$ cat src/logic/vic_defs.svh
// How it works
// - Sample and decode pending flags every clock
// - Best response seven clocks, call five
// - After return, one instruction before call
// - Worst response nineteen clocks, divide eight
// - Equal or higher routine defers new requests
// - Fixed vectors 0x0003 to 0x00AB, fixed order
// - Pin and timer flags cleared on vectoring
// - Orders 0-6 primary, 7 onward extended
// - Enable gates read-only flag sources too
// - Indirect flags accepted like direct flags
// - High preempts low, nothing preempts high
// - Global enable zero blocks every request
// - Same level: lowest order number wins
// - Flag still set after return re-enters
`ifndef VIC_DEFS_SVH
`define VIC_DEFS_SVH

`define VIC_NUM_SRC 22
`define VIC_IDX_W 5
`define VIC_VEC_W 16
`define VIC_VEC_BASE 16'h0003
`define VIC_VEC_STEP_SHIFT 3
`define VIC_VALID_MASK 22'h3bdfff
`define VIC_HWCLR_MASK 22'h00000f
`define VIC_PRI_BITS 7
`define VIC_EXT1_POS 7
`define VIC_EXT2_POS 15
`define VIC_GLOBAL_BIT 7
`define VIC_DETECT_CYC 1
`define VIC_CALL_CYC 5
`define VIC_RETURN_CYC 5
`define VIC_DIVIDE_CYC 8
`define VIC_BEST_CYC 7
`define VIC_WORST_CYC 19

`endif

$ cat src/logic/vic_pkg.sv
`default_nettype none
`include "vic_defs.svh"

package vic_pkg;

  typedef enum logic [1:0] {
    VIC_IDLE = 2'b00,
    VIC_REQUEST = 2'b01,
    VIC_HOLDOFF = 2'b10
  } vic_state_t;

  typedef struct packed {
    logic global_en;
    logic [`VIC_NUM_SRC-1:0] enable;
    logic [`VIC_NUM_SRC-1:0] high;
  } vic_cfg_t;

  typedef struct packed {
    logic valid;
    logic high;
    logic [`VIC_IDX_W-1:0] idx;
  } vic_grant_t;

endpackage : vic_pkg

`default_nettype wire

$ cat src/logic/vic_arbiter.sv
`default_nettype none
`include "vic_defs.svh"

module vic_arbiter
  import vic_pkg::*;
(
  input wire logic [`VIC_NUM_SRC-1:0] pending_i,
  input wire vic_cfg_t cfg_i,
  output vic_grant_t grant_o
);

  logic [`VIC_NUM_SRC-1:0] live;
  logic [`VIC_NUM_SRC-1:0] hi_req;
  logic [`VIC_NUM_SRC-1:0] lo_req;
  logic [`VIC_NUM_SRC:0] hi_seen;
  logic [`VIC_NUM_SRC:0] lo_seen;
  logic [`VIC_NUM_SRC-1:0] hi_first;
  logic [`VIC_NUM_SRC-1:0] lo_first;

  // Every source is gated by its own enable, read-only flags included
  assign live = pending_i & cfg_i.enable & `VIC_VALID_MASK & {`VIC_NUM_SRC{cfg_i.global_en}};
  assign hi_req = live & cfg_i.high;
  assign lo_req = live & ~cfg_i.high;
  assign hi_seen[0] = 1'b0;
  assign lo_seen[0] = 1'b0;

  genvar g;
  generate
    for (g = 0; g < `VIC_NUM_SRC; g = g + 1) begin : g_chain
      assign hi_first[g] = hi_req[g] & ~hi_seen[g];
      assign lo_first[g] = lo_req[g] & ~lo_seen[g];
      assign hi_seen[g+1] = hi_seen[g] | hi_req[g];
      assign lo_seen[g+1] = lo_seen[g] | lo_req[g];
    end
  endgenerate

  always_comb begin
    logic [`VIC_NUM_SRC-1:0] pick;
    pick = (|hi_req) ? hi_first : lo_first;
    grant_o.valid = |live;
    grant_o.high = |hi_req;
    grant_o.idx = '0;
    for (int i = 0; i < `VIC_NUM_SRC; i++) begin
      if (pick[i]) begin
        grant_o.idx = `VIC_IDX_W'(i);
      end
    end
  end

endmodule : vic_arbiter

`default_nettype wire

$ cat src/logic/vic_service.sv
`default_nettype none
`include "vic_defs.svh"

module vic_service
  import vic_pkg::*;
(
  input wire logic clk_i,
  input wire logic rst_i,
  input wire logic push_i,
  input wire logic push_high_i,
  input wire logic pop_i,
  output logic act_low_o,
  output logic act_high_o
);

  logic act_low_reg;
  logic act_low_next;
  logic act_high_reg;
  logic act_high_next;

  // A return ends the innermost routine: high first, then low
  always_comb begin
    act_low_next = act_low_reg;
    act_high_next = act_high_reg;
    if (pop_i) begin
      if (act_high_reg) begin
        act_high_next = 1'b0;
      end else begin
        act_low_next = 1'b0;
      end
    end else if (push_i) begin
      if (push_high_i) begin
        act_high_next = 1'b1;
      end else begin
        act_low_next = 1'b1;
      end
    end
  end

  always_ff @(posedge clk_i) begin
    if (rst_i) begin
      act_low_reg <= 1'b0;
      act_high_reg <= 1'b0;
    end else begin
      act_low_reg <= act_low_next;
      act_high_reg <= act_high_next;
    end
  end

  assign act_low_o = act_low_reg;
  assign act_high_o = act_high_reg;

endmodule : vic_service

`default_nettype wire

$ cat src/logic/vic_top.sv
`default_nettype none
`include "vic_defs.svh"

module vic_top
  import vic_pkg::*;
(
  input wire logic SYS_CLK_I,
  input wire logic RESET_I,
  // Pending flags from peripherals, direct and indirect spaces alike
  input wire logic [`VIC_NUM_SRC-1:0] PENDING_I,
  input wire logic [7:0] IE_REG_I,
  input wire logic [`VIC_PRI_BITS-1:0] PRIMARY_PRIORITY_REG_I,
  input wire logic [7:0] EXTENDED_ENABLE_ONE_I,
  input wire logic [7:0] EXTENDED_PRIORITY_ONE_I,
  input wire logic [6:0] EXTENDED_ENABLE_TWO_I,
  input wire logic [6:0] EXTENDED_PRIORITY_TWO_I,
  input wire logic INSTR_DONE_I,
  input wire logic RETURN_DONE_I,
  input wire logic CALL_ACK_I,
  output logic IRQ_REQ_O,
  output logic [`VIC_VEC_W-1:0] IRQ_VECTOR_O,
  output logic [`VIC_NUM_SRC-1:0] HW_CLEAR_O,
  output logic ACTIVE_LOW_O,
  output logic ACTIVE_HIGH_O
);

  ////////////////////////////////////////////////////////////////////////////
  // Configuration and decode

  vic_cfg_t cfg;
  vic_grant_t grant;
  logic act_low;
  logic act_high;
  logic allowed;
  logic push;
  logic [`VIC_IDX_W-1:0] idx_reg;
  logic [`VIC_IDX_W-1:0] idx_next;

  // Orders 0-6 in the primary pair, 7-14 and 15-21 in the extended pairs
  always_comb begin
    cfg.global_en = IE_REG_I[`VIC_GLOBAL_BIT];
    cfg.enable = {EXTENDED_ENABLE_TWO_I, EXTENDED_ENABLE_ONE_I,
                  IE_REG_I[`VIC_PRI_BITS-1:0]};
    cfg.high = {EXTENDED_PRIORITY_TWO_I, EXTENDED_PRIORITY_ONE_I,
                PRIMARY_PRIORITY_REG_I};
  end

  // Combinational decode of the live inputs, every clock
  vic_arbiter u_arbiter (
    .pending_i(PENDING_I),
    .cfg_i(cfg),
    .grant_o(grant)
  );

  // High may interrupt low; nothing interrupts high; equal level waits
  assign allowed = grant.valid && !act_high && (!act_low || grant.high);

  vic_service u_service (
    .clk_i(SYS_CLK_I),
    .rst_i(RESET_I),
    .push_i(push),
    .push_high_i(cfg.high[idx_reg]),
    .pop_i(RETURN_DONE_I),
    .act_low_o(act_low),
    .act_high_o(act_high)
  );

  ////////////////////////////////////////////////////////////////////////////
  // Request sequencer

  vic_state_t state_reg;
  vic_state_t state_next;
  logic req_reg;
  logic req_next;
  logic [`VIC_VEC_W-1:0] vec_reg;
  logic [`VIC_VEC_W-1:0] vec_next;
  logic [`VIC_NUM_SRC-1:0] clr_reg;
  logic [`VIC_NUM_SRC-1:0] clr_next;
  logic [`VIC_VEC_W-1:0] grant_vec;

  // Eight-byte spacing above the first source vector
  assign grant_vec = `VIC_VEC_BASE +
                     (`VIC_VEC_W'(grant.idx) << `VIC_VEC_STEP_SHIFT);
  assign push = req_reg && CALL_ACK_I;

  always_comb begin
    state_next = state_reg;
    req_next = 1'b0;
    idx_next = idx_reg;
    vec_next = vec_reg;
    clr_next = '0;
    if (push) begin
      // Only the pin and basic timer flags are wiped here
      clr_next = (`VIC_NUM_SRC'(1) << idx_reg) & `VIC_HWCLR_MASK;
    end
    case (state_reg)
      VIC_IDLE: begin
        if (RETURN_DONE_I) begin
          state_next = VIC_HOLDOFF;
        end else if (allowed && !push) begin
          state_next = VIC_REQUEST;
          req_next = 1'b1;
          idx_next = grant.idx;
          vec_next = grant_vec;
        end
      end
      VIC_REQUEST: begin
        if (RETURN_DONE_I) begin
          state_next = VIC_HOLDOFF;
        end else if (push) begin
          state_next = VIC_IDLE;
        end else if (allowed) begin
          req_next = 1'b1;
          idx_next = grant.idx;
          vec_next = grant_vec;
        end else begin
          state_next = VIC_IDLE;
        end
      end
      VIC_HOLDOFF: begin
        // One instruction must complete after the return
        if (RETURN_DONE_I) begin
          state_next = VIC_HOLDOFF;
        end else if (INSTR_DONE_I) begin
          if (allowed) begin
            state_next = VIC_REQUEST;
            req_next = 1'b1;
            idx_next = grant.idx;
            vec_next = grant_vec;
          end else begin
            state_next = VIC_IDLE;
          end
        end
      end
      default: begin
        state_next = VIC_IDLE;
      end
    endcase
  end

  always_ff @(posedge SYS_CLK_I) begin
    if (RESET_I) begin
      state_reg <= VIC_IDLE;
      req_reg <= 1'b0;
      idx_reg <= '0;
      vec_reg <= '0;
      clr_reg <= '0;
    end else begin
      state_reg <= state_next;
      req_reg <= req_next;
      idx_reg <= idx_next;
      vec_reg <= vec_next;
      clr_reg <= clr_next;
    end
  end

  assign IRQ_REQ_O = req_reg;
  assign IRQ_VECTOR_O = vec_reg;
  assign HW_CLEAR_O = clr_reg;
  assign ACTIVE_LOW_O = act_low;
  assign ACTIVE_HIGH_O = act_high;
endmodule : vic_top

`default_nettype wire

$ cat config.mk
export PLATFORM = sky130hd
export DESIGN_NAME = vic_top
export DESIGN_NICKNAME = d
export VERILOG_FILES = /design/src/logic/vic_pkg.sv /design/src/logic/vic_arbiter.sv /design/src/logic/vic_service.sv /design/src/logic/vic_top.sv
export VERILOG_INCLUDE_DIRS = /design/src /design/src/logic
export SDC_FILE = /design/constraint.sdc
export NUM_CORES = 1
export LEC_CHECK = 0
export BUFFER_PORTS_ARGS = -buffer_cell sky130_fd_sc_hd__buf_2
export CAP_MARGIN = 0
export CORE_AREA = 5 5 90 92
export CTS_CLUSTER_DIAMETER = 30
export DETAILED_ROUTE_END_ITERATION = 10
export DIE_AREA = 0 0 95 97
export HOLD_SLACK_MARGIN = 0.03
export SLEW_MARGIN = 5
export SYNTH_ARGS = -nofsm -noshare
export SYNTH_HDL_FRONTEND = slang
export SYNTH_SLANG_ARGS = --single-unit
export TNS_END_PERCENT = 5
$ cat constraint.sdc
create_clock -name SYS_CLK_I -period 4.57 [get_ports SYS_CLK_I]
set_input_delay 1.371 -clock SYS_CLK_I [delete_from_list [all_inputs] [get_ports SYS_CLK_I]]
set_output_delay 1.371 -clock SYS_CLK_I [all_outputs]
set_load 0.02 [all_outputs]
==> results of run 1 <==
-- synth_stat cells (2+ instances only) --
cell       number  share of area [%]
buf_4          28                9.4
nor2_1         26                4.4
nand4_1        22                6.1
nand3_1        20                4.5
nand2_1        18                3.0
dfxtp_1        15                 13
nand4b_1       15                5.9
a21oi_1        12                2.7
nor3_1         12                2.7
a22oi_1         9                3.0
and4_1          8                3.1
inv_1           7                1.2
o21ai_0         7                1.6
and3_1          6                1.7
mux4_2          6                6.0
nor4_1          6                1.7
buf_2           5                1.1
nand2b_1        5                1.4
o22ai_1         5                1.4
ha_1            4                2.2
or3_1           4                1.1
a2111oi_0       3                1.2
a31oi_1         3               0.84
and4b_1         3                1.3
mux2i_1         3                1.3
nor2b_1         3               0.84
o31ai_1         3                1.0
a211oi_1        2               0.67
a21o_1          2               0.67
a41oi_1         2               0.78
and2_1          2               0.56
clkbuf_1        2               0.33
nor3b_1         2               0.67
-- layout make-up --
cell class	instances	area, um^2	area share, %
Inverter	7	26.3	0.983
Sequential cell	15	300	11.2
Clock buffer	3	41.3	1.54
Clock inverter	1	5.00	0.187
Timing Repair Buffer	83	420	15.7
Tap cell	99	124	4.63
Multi-Input combinational cell	264	1760	65.7
-- metrics by stage --
| step | utilization (%) | hold slack [ps] |
|---|---|---|
| CTS | 37.5 | 504 |
| global route | 37.5 | 541 |
| detailed placement | 36.8 | 492 |
| floorplan | - | 567 |
| finish | 37.5 | 498 |
| global placement | 36.8 | 485 |
-- logic make-up (layout without fill, tap and decap cells) --
kind of cell / count (synthesis) / after routing / synth area share, %
AO/OA/AOI/OAI: 61 / 61 / 19.5
other: 1 / 27 / 0.167
multiplexers: 10 / 10 / 7.86
buffers and inverters: 44 / 94 / 12.7
flip-flops: 15 / 15 / 13.4
AND/OR/NAND/NOR: 162 / 162 / 44.2
adder cells (fa/ha/maj): 4 / 4 / 2.23
-- layer usage --
layer  part of all wire, %  up-vias  track usage (%)
li1                      -     1287                -
met1                    43     1206             22.0
met2                    46      127             25.4
met3                    11        8             4.03
met4                   1.1        0             3.22
met5                     0        -                0
-- worst max-delay path by stage --
stage                   end  slack [ps]  cells past startpoint
6_report         idx_reg[3]         850                      9
5_1_grt          idx_reg[3]         690                      9
4_1_cts          idx_reg[3]         920                      9
3_5_place_dp     idx_reg[3]         660                      9
3_3_place_gp     idx_reg[3]         650                      9
2_1_floorplan  state_reg[0]        1200                      8
-- critical path, stage by stage --
cell      delay (ps)
buf_2            340
buf_4            330
nand4b_1         220
nand4b_1         300
nor2_1           220
nand4_1          200
o21ai_0          140
or4_1            490
a41o_1           250
-- power groups by stage --
stage          sequential, W  combinational (W)  clock (W)
2_1_floorplan       0.000163           0.000203          0
3_3_place_gp        0.000166           0.000279          0
3_5_place_dp        0.000166           0.000279          0
4_1_cts             0.000163           0.000281   0.000111
5_1_grt             0.000165           0.000311   0.000121
6_report            0.000162           0.000283   0.000108
==> impl_metrics.ini, run 1 <==
[status]
outcome = finished, final reports clean

[place]
dp_hpwl_um = 6560
io_buffers = 81
dpl.cell_count = 468
place_ws_ps = 660
place.gp.congestion = 0.925
placed_area_mm2 = 0.00263

[setup_path]
cp-end-kind = flop
arrival_ps = 3860
r2r_slack_ps = 2070
cp.required_ps = 4710
cp-start-kind = primary input
rr_worst_depth = 6
r2r_start = idx_reg[1]
worst-path-max-fanout = 27
crit_type = in2reg
critical_path.startpoint = IE_REG_I[7]
r2r_end = u_service.act_low_o

[floorplan]
io_pins = 113
fp.dieH_um = 97
start_util_pct = 31.4
coreArea_mm2 = 0.00714
die-width_um = 95
die-area_mm2 = 0.00922
placementRows = 31

[min_path]
hold_depth = 2
hp-class = reg2reg
hold_end = IRQ_VECTOR_O[1]
min_from = IRQ_VECTOR_O[1]

[synthesis]
synthArstFlopShare_pct = 0
synth-seq-cells = 15
synth-main-ff-cell = dfxtp_1
synth.distinct_cells = 60
yosysSeqAreaShare_pct = 13.4
syn_avg_cell_area_um2 = 7.55
synth-edff-count = 0
syn_inst = 297
syn-cell-area_mm2 = 0.00224
ys_warn_count = 0

[pwr]
ir_drop_v = 0.0000832
p_sw_w = 0.000239
pwr-share-seq_pct = 29.3
power_frac_comb_pct = 51.2
leakage_nw = 1.20
p_int_w = 0.000315
p_clk_share_pct = 19.5
swShare_pct = 43.1
power_w = 0.000553
p_per_area_mw_per_mm2 = 207

[layout]
drive_gt1_share_pct = 27.6
syn2layout_area_growth_pct = 19.2
diodes = 0
final_common_cell = buf_2
final_cell_mix = buf_2 (81), conb_1 (27), nor2_1 (26), nand4_1 (22), nand3_1 (20)
finish.cell_count_without_fillers = 472
n_fill_cell = 769
nets = 450
design_area_mm2 = 0.00267

[timing]
skew_ps = 1.81
drv_slew = 0
fmax_mhz = 269
setup_tns_ps = 0
hold_viol = 0
worst_slack_ps = 846
worst_pin_slew_ps = 650
rsz0062_at_grt = false
post-route-min-period_ps = 3720
max-slew-margin-rel_pct = 56.6
min_period_over_period_pct = 81.5
setup-violations-final = 0

[grt]
grt_pass1_vias = 2482
grt_usage_pct = 16.1
grt_pass1_wl_um = 12300
grt_max_degree = 28
grt-ovfl-total = 0
antenna_found_initial = 0

[routing]
dr_total_vias = 2628
drtPass1Iterations = 5
drc = 0
routed_wl_um = 7700
vias_per_cell = 5.57
ant_nets = 0
drt_iter0_drc = 156
routedWlPerCell_um = 16.3

[cts]
clk_latency_ps = 250
cts_buffers = 3
cts_max_path_buffers = 2
cts-hold-fix-buffers = 0
ctsRootBufferMaster = clkbuf_8
postCtsSetupBuffers = 0
cts_resized = 0
clock_sinks = 15
path_clk_slew_ps = 60
cts_tree = built
htreeDepth = 1

[flow_run]
cap_violations = 0
Power figures use the tool's default switching activity.
==> inputs of run 2 (changes only) <==
--- a/config.mk
+++ b/config.mk
@@ -6,12 +6,13 @@
 export SDC_FILE = /design/constraint.sdc
 export NUM_CORES = 1
 export LEC_CHECK = 0
+export ABC_AREA = 1
 export BUFFER_PORTS_ARGS = -buffer_cell sky130_fd_sc_hd__buf_2
 export CAP_MARGIN = 0
-export CORE_AREA = 5 5 90 92
+export CORE_AREA = 5 5 96 98
 export CTS_CLUSTER_DIAMETER = 30
 export DETAILED_ROUTE_END_ITERATION = 10
-export DIE_AREA = 0 0 95 97
+export DIE_AREA = 0 0 101 103
 export HOLD_SLACK_MARGIN = 0.03
 export SLEW_MARGIN = 5
 export SYNTH_ARGS = -nofsm -noshare
==> constraint.sdc (replaced) <==
create_clock -name SYS_CLK_I -period 3.45 [get_ports SYS_CLK_I]
set_input_delay 1.035 -clock SYS_CLK_I [delete_from_list [all_inputs] [get_ports SYS_CLK_I]]
set_output_delay 1.035 -clock SYS_CLK_I [all_outputs]
set_load 0.02 [all_outputs]
==> run 2 against run 1 <==
Worst setup slack worse by 160 ps. Design area increased by 12%. Register-to-register slack got worse by 670 ps. Clock skew barely moved. Non-clock buffer count is 1 lower. Highest routed layer unchanged.
==> impl_metrics.ini, run 2 <==
[status]
outcome = finished, final reports clean

[min_path]
hold_end = IRQ_VECTOR_O[1]
min_from = IRQ_VECTOR_O[1]
hp-class = reg2reg
hold_depth = 2

[setup_path]
worstPathCellList = buf_2 -> buf_12 -> nand3_2 -> nor2_1 -> nor2_1 -> nand3_1 -> nor2_2 -> nand2_4 -> nor2_4 -> nand3_1 -> nand4_1 -> nor2_1 -> nand3_1 -> nand2_1 -> a21oi_1
rr_worst_depth = 7
crit_type = in2reg
cp-start-kind = primary input
r2r_start = idx_reg[0]
worst-path-max-fanout = 38
cp.required_ps = 3620
r2r_slack_ps = 1400
cp_top_family = simple AND/OR/NAND/NOR gates
cp-end-kind = flop
r2r_end = u_service.act_low_o
arrival_ps = 2930
slowest_delay_ps = 230
cp_slowest_cell = nor2_2
critPathBufInv = 2

[timing]
post-route-min-period_ps = 2760
min_period_over_period_pct = 80.0
skew_ps = 1.79
setup-violations-final = 0
drv_slew = 0
worst_pin_slew_ps = 528
setup_tns_ps = 0
hold_viol = 0
rsz0062_at_grt = false
fmax_mhz = 362
max-slew-margin-rel_pct = 64.7

[layout]
final_common_cell = buf_2
n_fill_cell = 941
post-route-util_pct = 35.6
final_cell_mix = buf_2 (81), nand2_1 (67), nor2_1 (66), inv_1 (50), nand3_1 (38)
diodes = 0
nets = 576
syn2layout_area_growth_pct = 17.1
drive_gt1_share_pct = 28.7

[synthesis]
yosys-top-cells-area = dfxtp_1 (12%), nand2_1 (9.9%), nor2_1 (9.7%)
ys_warn_count = 0
syn_avg_cell_area_um2 = 6.06
synthArstFlopShare_pct = 0
syn_inst = 421
syn-cell-area_mm2 = 0.00255
synth.distinct_cells = 41
synth-edff-count = 0
yosysTopAreaCell = dfxtp_1
synth-main-ff-cell = dfxtp_1
synthTopCellsByCount = nand2_1 (67), nor2_1 (66), inv_1 (50), nand3_1 (38)
synth_top_area_share_pct = 11.8
synth-seq-cells = 15
yosysSeqAreaShare_pct = 11.8
yosys.cell_count.top_type = nand2_1

[cts]
ctsRootBufferMaster = clkbuf_8
path_clk_slew_ps = 60
cts_resized = 0
clk_latency_ps = 240
clock_sinks = 15
htreeDepth = 1
cts-hold-fix-buffers = 0
cts_tree = built
cts_max_path_buffers = 2
cts_buffers = 3
postCtsSetupBuffers = 0

[routing]
top_layer = met4
wl_met1_um = 3770
route.met3.wl_um = 597
vias_per_cell = 4.79
met2RoutedLength_um = 3510
ant_nets = 0
routed_wl_um = 8010
dr_total_vias = 2909
drt_iter0_drc = 139
drtPass1Iterations = 4
routedWlPerCell_um = 13.2
drc = 0

[grt]
grt_pass1_vias = 2703
grt_max_degree = 39
grt_usage_pct = 14.7
grt-ovfl-total = 0
antenna_found_initial = 0
grt_pass1_wl_um = 12500

[floorplan]
coreArea_mm2 = 0.00838
io_pins = 113
start_util_pct = 30.4
placementRows = 34
die-width_um = 101
die-area_mm2 = 0.0104
fp.dieH_um = 103

[pwr]
ir_drop_v = 0.000139
p_per_area_mw_per_mm2 = 275
leakage_nw = 1.64

[place]
io_buffers = 81
dp_hpwl_um = 6960
place.gp.congestion = 0.928

[flow_run]
cap_violations = 0
[run 2: cell types whose count changed in the layout (fill, tap and decap cells not counted), moves of 7 or more]
| cell | delta |
|---|---|
| nand2_1 | +49 |
| inv_1 | +43 |
| nor2_1 | +40 |
| nand3_1 | +18 |
| nand4b_1 | -15 |
| nand3_2 | +11 |
| o21ai_0 | +10 |
| a22oi_1 | -9 |
| and4_1 | -8 |
| nand2_2 | +7 |
| nor2_2 | +7 |
| nor2_4 | +7 |
[run 2: tightest hold or removal path, stage by stage (launching register included)]
cell and delay, ps:
dfxtp_1 340, nor2_1 50, nor2_1 70
[run 2: power breakdown]
part / total (W) / switching, W / internal (W)
sequential: 0.000222 / 0.0000304 / 0.000191
combinational: 0.000461 / 0.000305 / 0.000155
clock: 0.000137 / 0.0000555 / 0.0000816
[run 2: worst max path at each step]
stage                start               to  slack, ps  cells after the start
2_1_floorplan  IE_REG_I[7]  IRQ_VECTOR_O[7]        930                     15
3_3_place_gp   IE_REG_I[7]  IRQ_VECTOR_O[7]        480                     15
3_5_place_dp   IE_REG_I[7]       idx_reg[1]        460                     15
4_1_cts        IE_REG_I[7]       idx_reg[1]        700                     15
5_1_grt        IE_REG_I[7]  IRQ_VECTOR_O[7]        490                     17
6_report       IE_REG_I[7]       idx_reg[1]        690                     15
[run 2: area by class of cell]
| cell class | count | area, um^2 | area share, % |
|---|---|---|---|
| tap | 108 | 135 | 4.52 |
| timing repair buffer | 82 | 425 | 14.2 |
| sequential | 15 | 300 | 10.1 |
| clock buffer | 4 | 45.0 | 1.51 |
| inverter | 55 | 206 | 6.91 |
| multi-input combinational | 343 | 1870 | 62.8 |
[run 2: logic make-up after synthesis]
group / count (synthesis) / synth area share, %
adders and majority gates: 4 / 1.96
AOI/OAI and AO/OA: 50 / 12.1
and+or+nand+nor: 262 / 55.5
buffers and inverters: 89 / 18.5
DFF: 15 / 11.8
other: 1 / 0.147
[run 2: through the flow]
stage | instance area [um^2] | power [W] | cells | setup slack, ps | hold WS, ps
after floorplan | 2650 | 0.000567 | 447 | 931 | 508
after global placement | 2940 | 0.000676 | 603 | 483 | 489
after detailed placement | 2940 | 0.000683 | 603 | 461 | 497
after CTS | 2990 | 0.000823 | 607 | 701 | 506
after global routing | 2990 | 0.000886 | 607 | 490 | 531
final | 2990 | 0.000820 | 607 | 691 | 496
[run 2: metal layers]
metal / up-vias / track usage (%)
met2: 95 / 23.8
met1: 1294 / 20.3
met5: - / 0
met4: 0 / 3.48
met3: 10 / 2.37
li1: 1510 / -
